### src/logic/rtss_pkg.sv
/*
 * Constants, types and timing figures for the reset timer and load switch
 * sequencer. Assumes a single 25 MHz system clock.
 */
package rtss_pkg;

    // ------------------------------------------------------------------
    // Clock rate
    // ------------------------------------------------------------------
    localparam int unsigned CLK_KHZ = 32'h0000_61A8; // 25000 kHz
    localparam int unsigned CLK_MHZ = 32'h0000_0019; // 25 MHz

    // ------------------------------------------------------------------
    // Times in their own units
    // ------------------------------------------------------------------
    localparam int unsigned TURN_ON_DELAY_MS  = 32'h0000_08FC; // 2300 ms
    localparam int unsigned RESET_HOLD_MS     = 32'h0000_1D4C; // 7500 ms
    localparam int unsigned RECOVERY_PULSE_MS = 32'h0000_0190; // 400 ms
    localparam int unsigned TURN_OFF_WAIT_MS  = 32'h0000_1C84; // 7300 ms
    localparam int unsigned WAKE_ON_US        = 32'h0000_1130; // 4400 us
    localparam int unsigned ZERO_ON_US        = 32'h0000_07D0; // 2000 us
    localparam int unsigned ZERO_RESET_US     = 32'h0000_01F4; // 500 us
    localparam int unsigned ZERO_OFF_US       = 32'h0000_0258; // 600 us
    localparam int unsigned OFF_QUALIFY_US    = 32'h0000_03E8; // 1000 us
    localparam int unsigned TRIM_SENSE_US     = 32'h0000_07D0; // 2000 us

    // ------------------------------------------------------------------
    // Times in clock cycles
    // ------------------------------------------------------------------
    localparam int unsigned TURN_ON_CYC  = TURN_ON_DELAY_MS * CLK_KHZ;
    localparam int unsigned RESET_CYC    = RESET_HOLD_MS * CLK_KHZ;
    localparam int unsigned RECOVERY_CYC = RECOVERY_PULSE_MS * CLK_KHZ;
    localparam int unsigned TURN_OFF_CYC = TURN_OFF_WAIT_MS * CLK_KHZ;
    localparam int unsigned WAKE_ON_CYC  = WAKE_ON_US * CLK_MHZ;
    localparam int unsigned ZERO_ON_CYC  = ZERO_ON_US * CLK_MHZ;
    localparam int unsigned ZERO_RST_CYC = ZERO_RESET_US * CLK_MHZ;
    localparam int unsigned ZERO_OFF_CYC = ZERO_OFF_US * CLK_MHZ;
    localparam int unsigned OFF_QUAL_CYC = OFF_QUALIFY_US * CLK_MHZ;
    localparam int unsigned TRIM_CYC     = TRIM_SENSE_US * CLK_MHZ;

    // ------------------------------------------------------------------
    // Reset values of the pin view after power-on
    // ------------------------------------------------------------------
    localparam logic [3:0] PIN_RESET = 4'h9; // key_n=1, wake=0, off=0, dsr=1
    localparam logic [2:0] TRIM_RESET = 3'h7; // Tied to supply, unscaled

    // ------------------------------------------------------------------
    // Types
    // ------------------------------------------------------------------
    typedef struct packed {
        logic power_key_n;
        logic wake_request;
        logic off_request;
        logic delay_select;
    } rtss_pins_t;

    typedef enum logic [2:0] {
        ST_OFF,
        ST_WAKE_ON,
        ST_ON,
        ST_OFF_WAIT,
        ST_RECOVER
    } rtss_mode_t;

    typedef struct packed {
        rtss_mode_t mode;
        logic [31:0] key_cnt;
        logic [31:0] seq_cnt;
        logic [31:0] qual_cnt;
        logic [31:0] trim_cnt;
        logic        trim_en;
        logic [2:0]  trim_code;
        logic        zero_mode;
        logic        key_armed;
        logic        off_armed;
        logic        switch_on;
        rtss_pins_t  prev;
    } rtss_state_t;

    // Delay multiplier in quarters for each trim code
    function automatic logic [3:0] trim_quarters(input logic [2:0] code);
        case (code)
            3'h0:    trim_quarters = 4'h2;
            3'h1:    trim_quarters = 4'h3;
            3'h2:    trim_quarters = 4'h5;
            3'h3:    trim_quarters = 4'h6;
            3'h4:    trim_quarters = 4'h7;
            3'h5:    trim_quarters = 4'h8;
            default: trim_quarters = 4'h4;
        endcase
    endfunction : trim_quarters

endpackage : rtss_pkg

### src/logic/rtss_sync.sv
/*
 * Two-flop synchroniser for a bundle of pin levels with a reset value.
 * Assumes the inputs are asynchronous to CLK.
 */
`timescale 1ns/10ps
module rtss_sync #(
    parameter int unsigned WIDTH = 1,
    parameter logic [WIDTH-1:0] INIT = '0
) (
    input  wire logic             clk,
    input  wire logic             arst_n,
    input  wire logic [WIDTH-1:0] d,
    output logic      [WIDTH-1:0] q
);

    logic [WIDTH-1:0] meta_reg;

    // Second flop is the only reader of the first
    always_ff @(posedge clk or negedge arst_n) begin
        if (!arst_n) begin
            meta_reg <= INIT;
            q        <= INIT;
        end else begin
            meta_reg <= d;
            q        <= meta_reg;
        end
    end

endmodule : rtss_sync

### src/logic/rtss_sequencer.sv
/*
 * Timing and decision logic for a battery load switch: power key,
 * wake and off requests, forced reset with recovery pulse, trim sense.
 * Assumes pins are asynchronous and a 25 MHz SYS_CLK.
 */
`timescale 1ns/10ps
// Overview of operation
// Off, select high: key low for turn-on delay turns output on.
// Off, select low at key fall: output turns on within milliseconds.
// On, select high: key held for reset delay starts forced reset.
// On, select low at key fall: reset starts under a millisecond.
// Reset holds output off a fixed recovery pulse, then back on.
// After power-on reset inputs read idle and output is on.
// Simultaneous triggers: key beats wake, wake beats off.
// Losing trigger is dropped, never queued; requester must repeat.
// Key or wake during long turn-off wait aborts it, output stays.
// After abort, off must go low then rise again to retry.
// Reset delay scaled by trim multiplier from 0.50 to 2.00.
// Trim tied to supply gives the unscaled reset delay.
// Trim sensed only briefly after key falls, disconnected otherwise.
// Wake rising edge turns output on from off after a few ms.
// Select high: off held high a millisecond starts long turn-off.
// Select low: qualified off edge turns off in sub-millisecond.
// Key turn-on does not arm reset until key returns high.
// Key released before reset delay clears counter, no reset.
// Select level captured at key fall picks timing for that press.
module rtss_sequencer #(
    parameter int unsigned TURN_ON_CYC  = rtss_pkg::TURN_ON_CYC,
    parameter int unsigned RESET_CYC    = rtss_pkg::RESET_CYC,
    parameter int unsigned RECOVERY_CYC = rtss_pkg::RECOVERY_CYC,
    parameter int unsigned TURN_OFF_CYC = rtss_pkg::TURN_OFF_CYC,
    parameter int unsigned WAKE_ON_CYC  = rtss_pkg::WAKE_ON_CYC,
    parameter int unsigned ZERO_ON_CYC  = rtss_pkg::ZERO_ON_CYC,
    parameter int unsigned ZERO_RST_CYC = rtss_pkg::ZERO_RST_CYC,
    parameter int unsigned ZERO_OFF_CYC = rtss_pkg::ZERO_OFF_CYC,
    parameter int unsigned OFF_QUAL_CYC = rtss_pkg::OFF_QUAL_CYC,
    parameter int unsigned TRIM_CYC     = rtss_pkg::TRIM_CYC
) (
    input  wire logic       SYS_CLK,
    input  wire logic       ARST_N,
    input  wire logic       POWER_KEY_N,
    input  wire logic       WAKE_REQUEST,
    input  wire logic       OFF_REQUEST,
    input  wire logic       DELAY_SELECT,
    input  wire logic [2:0] DELAY_TRIM_INPUT,
    output logic            SWITCH_ON,
    output logic            TRIM_SENSE_EN
);

    // ------------------------------------------------------------------
    // Input synchronisers
    // ------------------------------------------------------------------
    rtss_pkg::rtss_pins_t pins_raw;
    rtss_pkg::rtss_pins_t pins;
    logic [2:0]           trim_sync;

    assign pins_raw = '{POWER_KEY_N, WAKE_REQUEST, OFF_REQUEST, DELAY_SELECT};

    // Idle pin levels after power-on
    rtss_sync #(.WIDTH(4), .INIT(rtss_pkg::PIN_RESET)) u_pin_sync (
        .clk    (SYS_CLK),
        .arst_n (ARST_N),
        .d      (pins_raw),
        .q      (pins)
    );

    rtss_sync #(.WIDTH(3), .INIT(rtss_pkg::TRIM_RESET)) u_trim_sync (
        .clk    (SYS_CLK),
        .arst_n (ARST_N),
        .d      (DELAY_TRIM_INPUT),
        .q      (trim_sync)
    );

    // ------------------------------------------------------------------
    // State and derived events
    // ------------------------------------------------------------------
    rtss_pkg::rtss_state_t st_reg;
    rtss_pkg::rtss_state_t st_next;
    logic                  key_fall;
    logic                  wake_rise;
    logic                  off_qualified;
    logic [33:0]           scaled;
    logic [31:0]           reset_thr;

    // Edges against the previous synchronised levels
    assign key_fall  = st_reg.prev.power_key_n && !pins.power_key_n;
    assign wake_rise = !st_reg.prev.wake_request && pins.wake_request;
    assign off_qualified = st_reg.off_armed && pins.off_request &&
                           (st_reg.qual_cnt == 32'(OFF_QUAL_CYC - 1));

    // Reset delay scaled in quarters by the latched trim code
    assign scaled = 34'(RESET_CYC) *
                    34'(rtss_pkg::trim_quarters(st_reg.trim_code));
    assign reset_thr = st_reg.zero_mode ? 32'(ZERO_RST_CYC)
                                        : scaled[33:2];

    // ------------------------------------------------------------------
    // Next-state logic
    // ------------------------------------------------------------------
    always_comb begin
        st_next      = st_reg;
        st_next.prev = pins;

        // Key timing counter, cleared whenever the key is high
        if (pins.power_key_n) begin
            st_next.key_cnt   = 32'h0000_0000;
            st_next.key_armed = 1'b1;
        end else if (st_reg.key_cnt != 32'hFFFF_FFFF) begin
            st_next.key_cnt = st_reg.key_cnt + 32'h0000_0001;
        end
        if (key_fall) begin
            st_next.key_cnt   = 32'h0000_0000;
            st_next.zero_mode = !pins.delay_select;
        end

        // Trim sense window opened by every key fall
        if (key_fall) begin
            st_next.trim_en  = 1'b1;
            st_next.trim_cnt = 32'h0000_0000;
        end else if (st_reg.trim_en) begin
            st_next.trim_cnt = st_reg.trim_cnt + 32'h0000_0001;
            if (st_reg.trim_cnt == 32'(TRIM_CYC - 1)) begin
                st_next.trim_en   = 1'b0;
                st_next.trim_code = trim_sync;
            end
        end

        // Off request qualification: rising edge then high for a while
        if (!pins.off_request) begin
            st_next.off_armed = 1'b1;
            st_next.qual_cnt  = 32'h0000_0000;
        end else if (st_reg.off_armed) begin
            st_next.qual_cnt = st_reg.qual_cnt + 32'h0000_0001;
            if (off_qualified) begin
                st_next.off_armed = 1'b0;
            end
        end

        st_next.seq_cnt = st_reg.seq_cnt + 32'h0000_0001;
        case (st_reg.mode)
            rtss_pkg::ST_OFF: begin
                // Key press wins over a simultaneous wake edge
                if (!pins.power_key_n && !key_fall &&
                    st_reg.key_cnt == 32'(st_reg.zero_mode ? ZERO_ON_CYC - 1
                                          : TURN_ON_CYC - 1)) begin
                    st_next.mode      = rtss_pkg::ST_ON;
                    st_next.switch_on = 1'b1;
                    st_next.key_armed = 1'b0;
                end else if (wake_rise && !key_fall) begin
                    st_next.mode    = rtss_pkg::ST_WAKE_ON;
                    st_next.seq_cnt = 32'h0000_0000;
                end
            end
            rtss_pkg::ST_WAKE_ON: begin
                if (st_reg.seq_cnt == 32'(WAKE_ON_CYC - 1)) begin
                    st_next.mode      = rtss_pkg::ST_ON;
                    st_next.switch_on = 1'b1;
                end
            end
            rtss_pkg::ST_ON: begin
                if (!pins.power_key_n && !key_fall && st_reg.key_armed &&
                    st_reg.key_cnt == reset_thr - 32'h0000_0001) begin
                    st_next.mode      = rtss_pkg::ST_RECOVER;
                    st_next.switch_on = 1'b0;
                    st_next.seq_cnt   = 32'h0000_0000;
                end else if (off_qualified && !key_fall && !wake_rise) begin
                    st_next.mode    = rtss_pkg::ST_OFF_WAIT;
                    st_next.seq_cnt = 32'h0000_0000;
                    st_next.zero_mode = !pins.delay_select;
                end
            end
            rtss_pkg::ST_OFF_WAIT: begin
                if (!st_reg.zero_mode && (key_fall || wake_rise)) begin
                    st_next.mode      = rtss_pkg::ST_ON;
                    st_next.off_armed = 1'b0;
                end else if (st_reg.seq_cnt == 32'(st_reg.zero_mode
                             ? ZERO_OFF_CYC - 1 : TURN_OFF_CYC - 1)) begin
                    st_next.mode      = rtss_pkg::ST_OFF;
                    st_next.switch_on = 1'b0;
                end
            end
            rtss_pkg::ST_RECOVER: begin
                if (st_reg.seq_cnt == 32'(RECOVERY_CYC - 1)) begin
                    st_next.mode      = rtss_pkg::ST_ON;
                    st_next.switch_on = 1'b1;
                    st_next.key_armed = pins.power_key_n;
                end
            end
            default: begin
                st_next.mode      = rtss_pkg::ST_ON;
                st_next.switch_on = 1'b1;
            end
        endcase
    end

    // ------------------------------------------------------------------
    // State register
    // ------------------------------------------------------------------
    always_ff @(posedge SYS_CLK or negedge ARST_N) begin
        if (!ARST_N) begin
            st_reg           <= '0;
            st_reg.mode      <= rtss_pkg::ST_ON;
            st_reg.switch_on <= 1'b1;
            st_reg.trim_code <= rtss_pkg::TRIM_RESET;
            st_reg.key_armed <= 1'b1;
            st_reg.prev      <= rtss_pkg::PIN_RESET;
        end else begin
            st_reg <= st_next;
        end
    end

    // Outputs straight from the state register
    assign SWITCH_ON     = st_reg.switch_on;
    assign TRIM_SENSE_EN = st_reg.trim_en;
endmodule : rtss_sequencer

### config.mk
export PLATFORM = sky130hd
export DESIGN_NAME = rtss_sequencer
export DESIGN_NICKNAME = d
export VERILOG_FILES = /design/src/logic/rtss_pkg.sv /design/src/logic/rtss_sync.sv /design/src/logic/rtss_sequencer.sv
export SDC_FILE = /design/constraint.sdc
export NUM_CORES = 1
export LEC_CHECK = 0
export BUFFER_PORTS_ARGS = -buffer_cell sky130_fd_sc_hd__buf_2
export CAP_MARGIN = 30
export CORE_MARGIN = 4
export CORE_UTILIZATION = 32
export DETAILED_ROUTE_END_ITERATION = 10
export GPL_TIMING_DRIVEN = 0
export PLACE_DENSITY = 0.49
export SLEW_MARGIN = 40
export SYNTH_ARGS = -nofsm -noshare
export SYNTH_HDL_FRONTEND = slang
export SYNTH_SLANG_ARGS = --single-unit
### constraint.sdc
create_clock -name SYS_CLK -period 9.5 [get_ports SYS_CLK]
set_input_delay 2.375 -clock SYS_CLK [delete_from_list [all_inputs] [get_ports SYS_CLK]]
set_output_delay 2.375 -clock SYS_CLK [all_outputs]
set_load 0.01 [all_outputs]
==> flow_metrics.env, run 1 <==
export IMPL_status="completed"
export IMPL_syn_area_um2=9876
export IMPL_finalClockSkew_ns=0.01255
export IMPL_max_freq_mhz=156.2
export IMPL_clock_sinks=155
export IMPL_finalPower_mw=1.661
export IMPL_routedWlPerCell_um=16.54
export IMPL_hpwl_um=18840
export IMPL_htreeDepth=4
export IMPL_synth_nets=1174
export IMPL_hold_buffers=0
export IMPL_power_density_nw_per_um2=149.7
export IMPL_p_sw_frac=0.2950
export IMPL_cpPeakStageDelay_ns=0.61
export IMPL_synthSimpleGateAreaFrac=0.2786
export IMPL_p_leak_nw=4.486
export IMPL_slew_violations=0
export IMPL_end_kind="flop"
export IMPL_drt_iter0_drc=567
export IMPL_max_clock_path_buffers=2
export IMPL_power_frac_seq=0.442
export IMPL_async_reset_ff_frac=1.000
export IMPL_finalNetCount=1205
export IMPL_p_sw_mw=0.4900
export IMPL_largest_reg_flops=139
export IMPL_clk_pin_slew_ns=0.07
export IMPL_intPower_mw=1.171
export IMPL_synth_seq_area_share=0.3949
export IMPL_grt_pass1_wl_um=44270
export IMPL_vias=8313
export IMPL_max_vdd_ir_drop_uv=108.4
export IMPL_core_um2=30510
export IMPL_muxShareOfSynthArea=0.01660
export IMPL_ant_nets=0
export IMPL_path_buf_inv=5
export IMPL_synth_top_cell_area_share=0.3497
export IMPL_tns_ns=0
export IMPL_max_slew_margin_rel=0.4931
export IMPL_firstDrtPassIters=5
export IMPL_antenna_found_initial=0
export IMPL_grt_max_degree=72
export IMPL_tightest_slew_ns=0.7509
export IMPL_yosys_warnings=0
export IMPL_synth_area_top_cells="dfrtp_1, xor2_1, nor2_1, dfstp_2, xnor2_1"
export IMPL_yosysTopAreaCell="dfrtp_1"
export IMPL_setup_viol=0
export IMPL_viasPerCell=5.278
export IMPL_finish_cell_count_without_fillers=1575
export IMPL_worst_setup_path_type="flop to flop"
export IMPL_drc=0
export IMPL_required_ns=9.78
export IMPL_die_w_um=183.7
export IMPL_grt_total_usage=0.1603
export IMPL_synth_cell_types=78
export IMPL_cp_max_fo=10
export IMPL_ctsRootBufferMaster="clkbuf_16"
export IMPL_synth_top_family_by_area="simple AND/OR/NAND/NOR gates"
export IMPL_clock_latency_ns=0.43
export IMPL_die_area_um2=33740
export IMPL_finalCritPeriodShare=0.6739
export IMPL_diodes=0
export IMPL_synth_compound_area_frac=0.1288
export IMPL_synth_xor_area_share=0.1011
export IMPL_gp_congestion=0.8424
export IMPL_gr_total_overflow=0
export IMPL_cap_violations=0
export IMPL_clockPowerShare=0.407
export IMPL_hp_class="flop to flop"
export IMPL_cts_tree="yes"
export IMPL_syn_avg_cell_area_um2=8.701
export IMPL_synthesis_instances=1135
export IMPL_crit_path_start_kind="flop"
export IMPL_syn_to_final_growth_pct=12.35
export IMPL_cts_buffers=17
export IMPL_post_cts_resized=0
export IMPL_num_rows=64
export IMPL_placed_cells=1543
export IMPL_design_portCount=11
export IMPL_port_buffers=10
export IMPL_synth_edf_count=0
export IMPL_rsz0062_at_grt="no"
export IMPL_finalHoldViolCount=0
export IMPL_fillerInstances=3146
export IMPL_path_delay_family="simple AND/OR/NAND/NOR gates"
export IMPL_totalWireLength_um=26060
export IMPL_crit_slowest_cell="fa_1"
export IMPL_drive_gt1_frac=0.08227
export IMPL_crit_chain="buf_2 > buf_1 > inv_1 > nor2_1 > inv_1 > fa_1 > xnor2_1 > ha_1 > fa_1 > nor4_4 > and2_1 > mux2_2 > a22oi_1 > nand3_1 > or4_4 > nor4_4 > buf_6 > a21oi_1"
export IMPL_grt_pass1_vias=8420
export IMPL_synth_ff_type="dfrtp_1"
export IMPL_arrival_ns=6.68
export IMPL_combPwrFrac=0.150
export IMPL_initial_core_util=0.3237
export IMPL_min_period_ns=6.402
export IMPL_fp_dieH_um=183.7
export IMPL_cts_setup_buffers=0
export IMPL_ys_ff_latch=155
export IMPL_synth_adder_area_share=0.03953
-- cell usage after synthesis (all sizes together), types with 6 or more instances --
cell	n
a21o	10
a21oi	66
a31oi	7
and2	10
and3	22
and4	12
buf	11
clkbuf	54
dfrtp	138
dfstp	17
ha	28
inv	32
mux2	8
mux2i	7
nand2	111
nand2b	9
nand3	59
nand4	34
nor2	134
nor2b	15
nor3	26
nor4	28
nor4b	14
o211ai	6
o21ai	37
o31ai	7
or2	6
or3	28
or4	9
xnor2	50
xor2	64
-- power by group through the flow --
stage               combinational (mW)  clock [mW]  sequential, mW
finish                           0.250       0.677           0.735
global route                     0.289       0.730           0.740
CTS                              0.254       0.701           0.735
detailed placement               0.252           0           0.746
global placement                 0.248           0           0.745
floorplan                        0.173           0           0.736
-- logic make-up (layout without fill, tap and decap cells) --
| kind of cell | Yosys count | after routing |
|---|---|---|
| and+or+nand+nor | 531 | 531 |
| adders and majority gates | 30 | 30 |
| AOI/OAI and AO/OA | 192 | 192 |
| muxes | 15 | 15 |
| buffers and inverters | 98 | 142 |
| DFF | 155 | 155 |
| xor gates and xnor gates | 114 | 114 |
-- placed cells by master, fill, tap and decap left out, drive strengths merged, types with 26 or more instances in the layout --
master and n:
dfrtp 138, nor2 134, nand2 111, clkbuf 76, a21oi 66, xor2 64, nand3 59, xnor2 50
o21ai 37, inv 35, nand4 34, or3 28, ha 28, nor4 28, nor3 26
-- area by class of cell --
cell class                      count  area (µm²)  share of cell area
Buffer                             65       275.3             0.02481
Clock inverter                     10       107.6            0.009698
Timing Repair Buffer               12       115.1             0.01037
Clock buffer                       22       474.2             0.04274
Sequential cell                   155        3900              0.3515
Multi-Input combinational cell    882        5604              0.5051
Inverter                           33       123.9             0.01116
Tap cell                          396       495.5             0.04466
-- layer usage --
layer / vias to the layer above / wire length [µm] / part of all wire / track usage
li1: 4122 / - / - / -
met3: 30 / 632 / 0.024 / 0.02315
met4: 0 / 475 / 0.018 / 0.05155
met1: 4038 / 12600 / 0.48 / 0.2187
met5: - / 0 / 0 / 0
met2: 123 / 12350 / 0.47 / 0.2630
-- path summary, 6_finish.rpt --
check / slack (ns) / from / to / cells past startpoint
hold / removal: 0.35 / u_pin_sync.meta_reg[1] / u_pin_sync.q[1] / 0
max in group asynchronous: 6.71 / ARST_N / st_reg[10] / 3
setup / recovery: 3.10 / st_reg[10] / st_reg[82] / 18
min in group asynchronous: 1.79 / ARST_N / st_reg[105] / 1
setup reg to reg: 3.10 / st_reg[10] / st_reg[82] / 18
hold reg to reg: 0.35 / u_pin_sync.meta_reg[1] / u_pin_sync.q[1] / 0
-- metrics by stage --
stage                     area (µm²)  worst slack (ns)  hold slack [ns]    util
after floorplan                 9876             4.133           0.3312       -
after global placement         10420             3.177           0.3370  0.3416
after detailed placement       10500             3.141           0.3347  0.3441
after CTS                      11080             3.104           0.3497  0.3632
after global routing           11100             2.720           0.3516  0.3637
final                          11100             3.098           0.3481  0.3637
-- worst reg2reg max path, stage by stage, from the launching register on --
cell,delay (ns)
dfstp_2,0.52
buf_2,0.19
buf_1,0.41
inv_1,0.23
nor2_1,0.42
inv_1,0.11
fa_1,0.48
xnor2_1,0.15
ha_1,0.32
fa_1,0.61
nor4_4,0.38
and2_1,0.27
mux2_2,0.35
a22oi_1,0.18
nand3_1,0.16
or4_4,0.57
nor4_4,0.58
buf_6,0.25
a21oi_1,0.09
Note: power is estimated with default switching activity, not from simulation.
==> inputs of run 2 (changes only) <==
Clock period 9.5 ns to 6.7 ns, I/O delays scaled along.
==> run 2 against run 1 <==
  * First-iteration DRC count up 4.9%
  * Core utilization about the same
  * Highest routed layer unchanged
  * Sequential cell count did not move
  * Cell count up 0.13%
  * Sequential share of layout area hardly changed
  * Combinational power increased by 42%
==> flow_metrics.env, run 2 (synthesized netlist as in run 1, its figures left out) <==
export IMPL_status="completed"
export IMPL_clock_latency_ns=0.43
export IMPL_finish_cell_count_without_fillers=1577
export IMPL_path_delay_family="simple AND/OR/NAND/NOR gates"
export IMPL_largest_reg_flops=139
export IMPL_max_slew_margin_rel=0.4863
export IMPL_met1_usage=0.2187
export IMPL_max_freq_mhz=160.3
export IMPL_grt_total_usage=0.1603
export IMPL_p_sw_frac=0.2962
export IMPL_reg2reg_from="st_reg[10]"
export IMPL_crit_reg2reg_capture="st_reg[82]"
export IMPL_intPower_mw=1.660
export IMPL_drt_iter0_drc=595
export IMPL_port_buffers=10
export IMPL_initial_core_util=0.3237
export IMPL_gr_total_overflow=0
export IMPL_p_leak_nw=4.496
export IMPL_num_rows=64
export IMPL_design_portCount=11
export IMPL_end_kind="flop"
export IMPL_slew_violations=0
export IMPL_finalCritPeriodShare=0.9309
export IMPL_hold_slack_ns=0.3481
export IMPL_top_usage_layer="met2"
export IMPL_max_vdd_ir_drop_uv=154.7
export IMPL_register_area_um2=3900
export IMPL_cts_tree="yes"
export IMPL_met3_usage=0.02315
export IMPL_crit_path_start_kind="flop"
export IMPL_drive_gt1_frac=0.08383
export IMPL_final_cell_mix="dfrtp_1, nor2_1, nand2_1"
export IMPL_utilization=0.3642
export IMPL_die_w_um=183.7
export IMPL_routedWlPerCell_um=16.57
export IMPL_layout_commonest_cell="dfrtp_1"
export IMPL_clock_sinks=155
export IMPL_ctsRootBufferMaster="clkbuf_16"
export IMPL_cp_depth=19
export IMPL_viasPerCell=5.285
export IMPL_crit_chain="buf_2 > buf_1 > inv_1 > nor2_1 > inv_1 > fa_1 > xnor2_1 > ha_1 > fa_1 > nor4_4 > and3_1 > or4b_1 > o21ai_1 > xnor2_1 > a2111o_1 > nor4_4 > buf_4 > buf_6 > a21oi_1"
export IMPL_drc=0
export IMPL_grt_use_met2=0.2630
export IMPL_tightest_slew_ns=0.7641
export IMPL_finalClockSkew_ns=0.01258
export IMPL_clk_pin_slew_ns=0.07
export IMPL_cp_max_fo=10
export IMPL_gp_congestion=0.8424
export IMPL_worst_setup_path_type="flop to flop"
export IMPL_max_clock_path_buffers=2
export IMPL_postLayoutCellArea_um2=11110
export IMPL_syn_to_final_growth_pct=12.51
export IMPL_min_period_ns=6.237
export IMPL_firstDrtPassIters=5
export IMPL_power_frac_seq=0.441
export IMPL_required_ns=6.98
export IMPL_power_density_nw_per_um2=212.4
export IMPL_core_um2=30510
export IMPL_antenna_found_initial=0
export IMPL_htreeDepth=4
export IMPL_totalWireLength_um=26130
export IMPL_crit_start="st_reg[10]"
export IMPL_combPwrFrac=0.150
export IMPL_hp_class="flop to flop"
export IMPL_die_area_um2=33740
export IMPL_vias=8335
export IMPL_grt_pass1_vias=8420
export IMPL_endpoint="st_reg[82]"
export IMPL_p_sw_mw=0.6989
export IMPL_post_cts_resized=0
export IMPL_finalHoldViolCount=0
export IMPL_diodes=0
export IMPL_finalPower_mw=2.359
export IMPL_place_area_um2=10500
export IMPL_arrival_ns=6.51
export IMPL_cts_buffers=17
export IMPL_hpwl_um=18840
export IMPL_multi_input_comb_area_um2=5604
export IMPL_grt_max_degree=72
export IMPL_fillerInstances=3146
export IMPL_rsz0062_at_grt="no"
export IMPL_cap_violations=0
export IMPL_cpPeakStageDelay_ns=0.61
export IMPL_dpl_worst_slack_ns=0.3408
export IMPL_crit_slowest_cell="fa_1"
export IMPL_clockPowerShare=0.409
export IMPL_finalWorstSetupSlack_ns=0.4631
export IMPL_grt_pass1_wl_um=44270
export IMPL_placed_cells=1543
export IMPL_ant_nets=0
export IMPL_finalNetCount=1207
export IMPL_fp_dieH_um=183.7
export IMPL_reg2regPathDepth=19
export IMPL_tns_ns=0
export IMPL_path_buf_inv=6
export IMPL_setup_viol=0
export IMPL_reg2reg_slack_ns=0.46
run 2: cell count changes in the layout (fill, tap and decap cells not counted), sizes merged:
cell / delta
buf: +2
run 2: layout make-up:
class | instances | share of cell area
Tap cell | 396 | 0.04459
Multi-Input combinational cell | 882 | 0.5044
Timing Repair Buffer | 14 | 0.01171
Clock inverter | 10 | 0.009685
Buffer | 65 | 0.02477
Clock buffer | 22 | 0.04268
Sequential cell | 155 | 0.3510
Inverter | 33 | 0.01115
run 2: per-layer routing:
metal,share of wire,vias up,wire length [µm]
met3,0.031,30,799
li1,-,4125,-
met5,0,-,0
met4,0.019,0,495
met2,0.47,145,12330
met1,0.48,4035,12500
run 2: repair_timing:
action,in CTS,in global routing
setup buffers,0,2
setup endpoints to repair,0,30
hold buffers,0,0
run 2: worst min path at each step:
stage / startpoint / to / cells after the start
global placement: u_pin_sync.meta_reg[1] / u_pin_sync.q[1] / 0
detailed placement: u_pin_sync.meta_reg[1] / u_pin_sync.q[1] / 0
floorplan: u_pin_sync.meta_reg[1] / u_pin_sync.q[1] / 0
CTS: u_pin_sync.meta_reg[1] / u_pin_sync.q[1] / 0
global route: u_pin_sync.meta_reg[1] / u_pin_sync.q[1] / 0
finish: u_pin_sync.meta_reg[1] / u_pin_sync.q[1] / 0
run 2: power by group through the flow:
stage	Clock [mW]	Sequential [mW]	Combinational, mW
6_report	0.964	1.04	0.354
5_1_grt	1.03	1.05	0.409
4_1_cts	0.994	1.04	0.360
3_5_place_dp	0	1.06	0.357
3_3_place_gp	0	1.06	0.351
2_1_floorplan	0	1.04	0.245
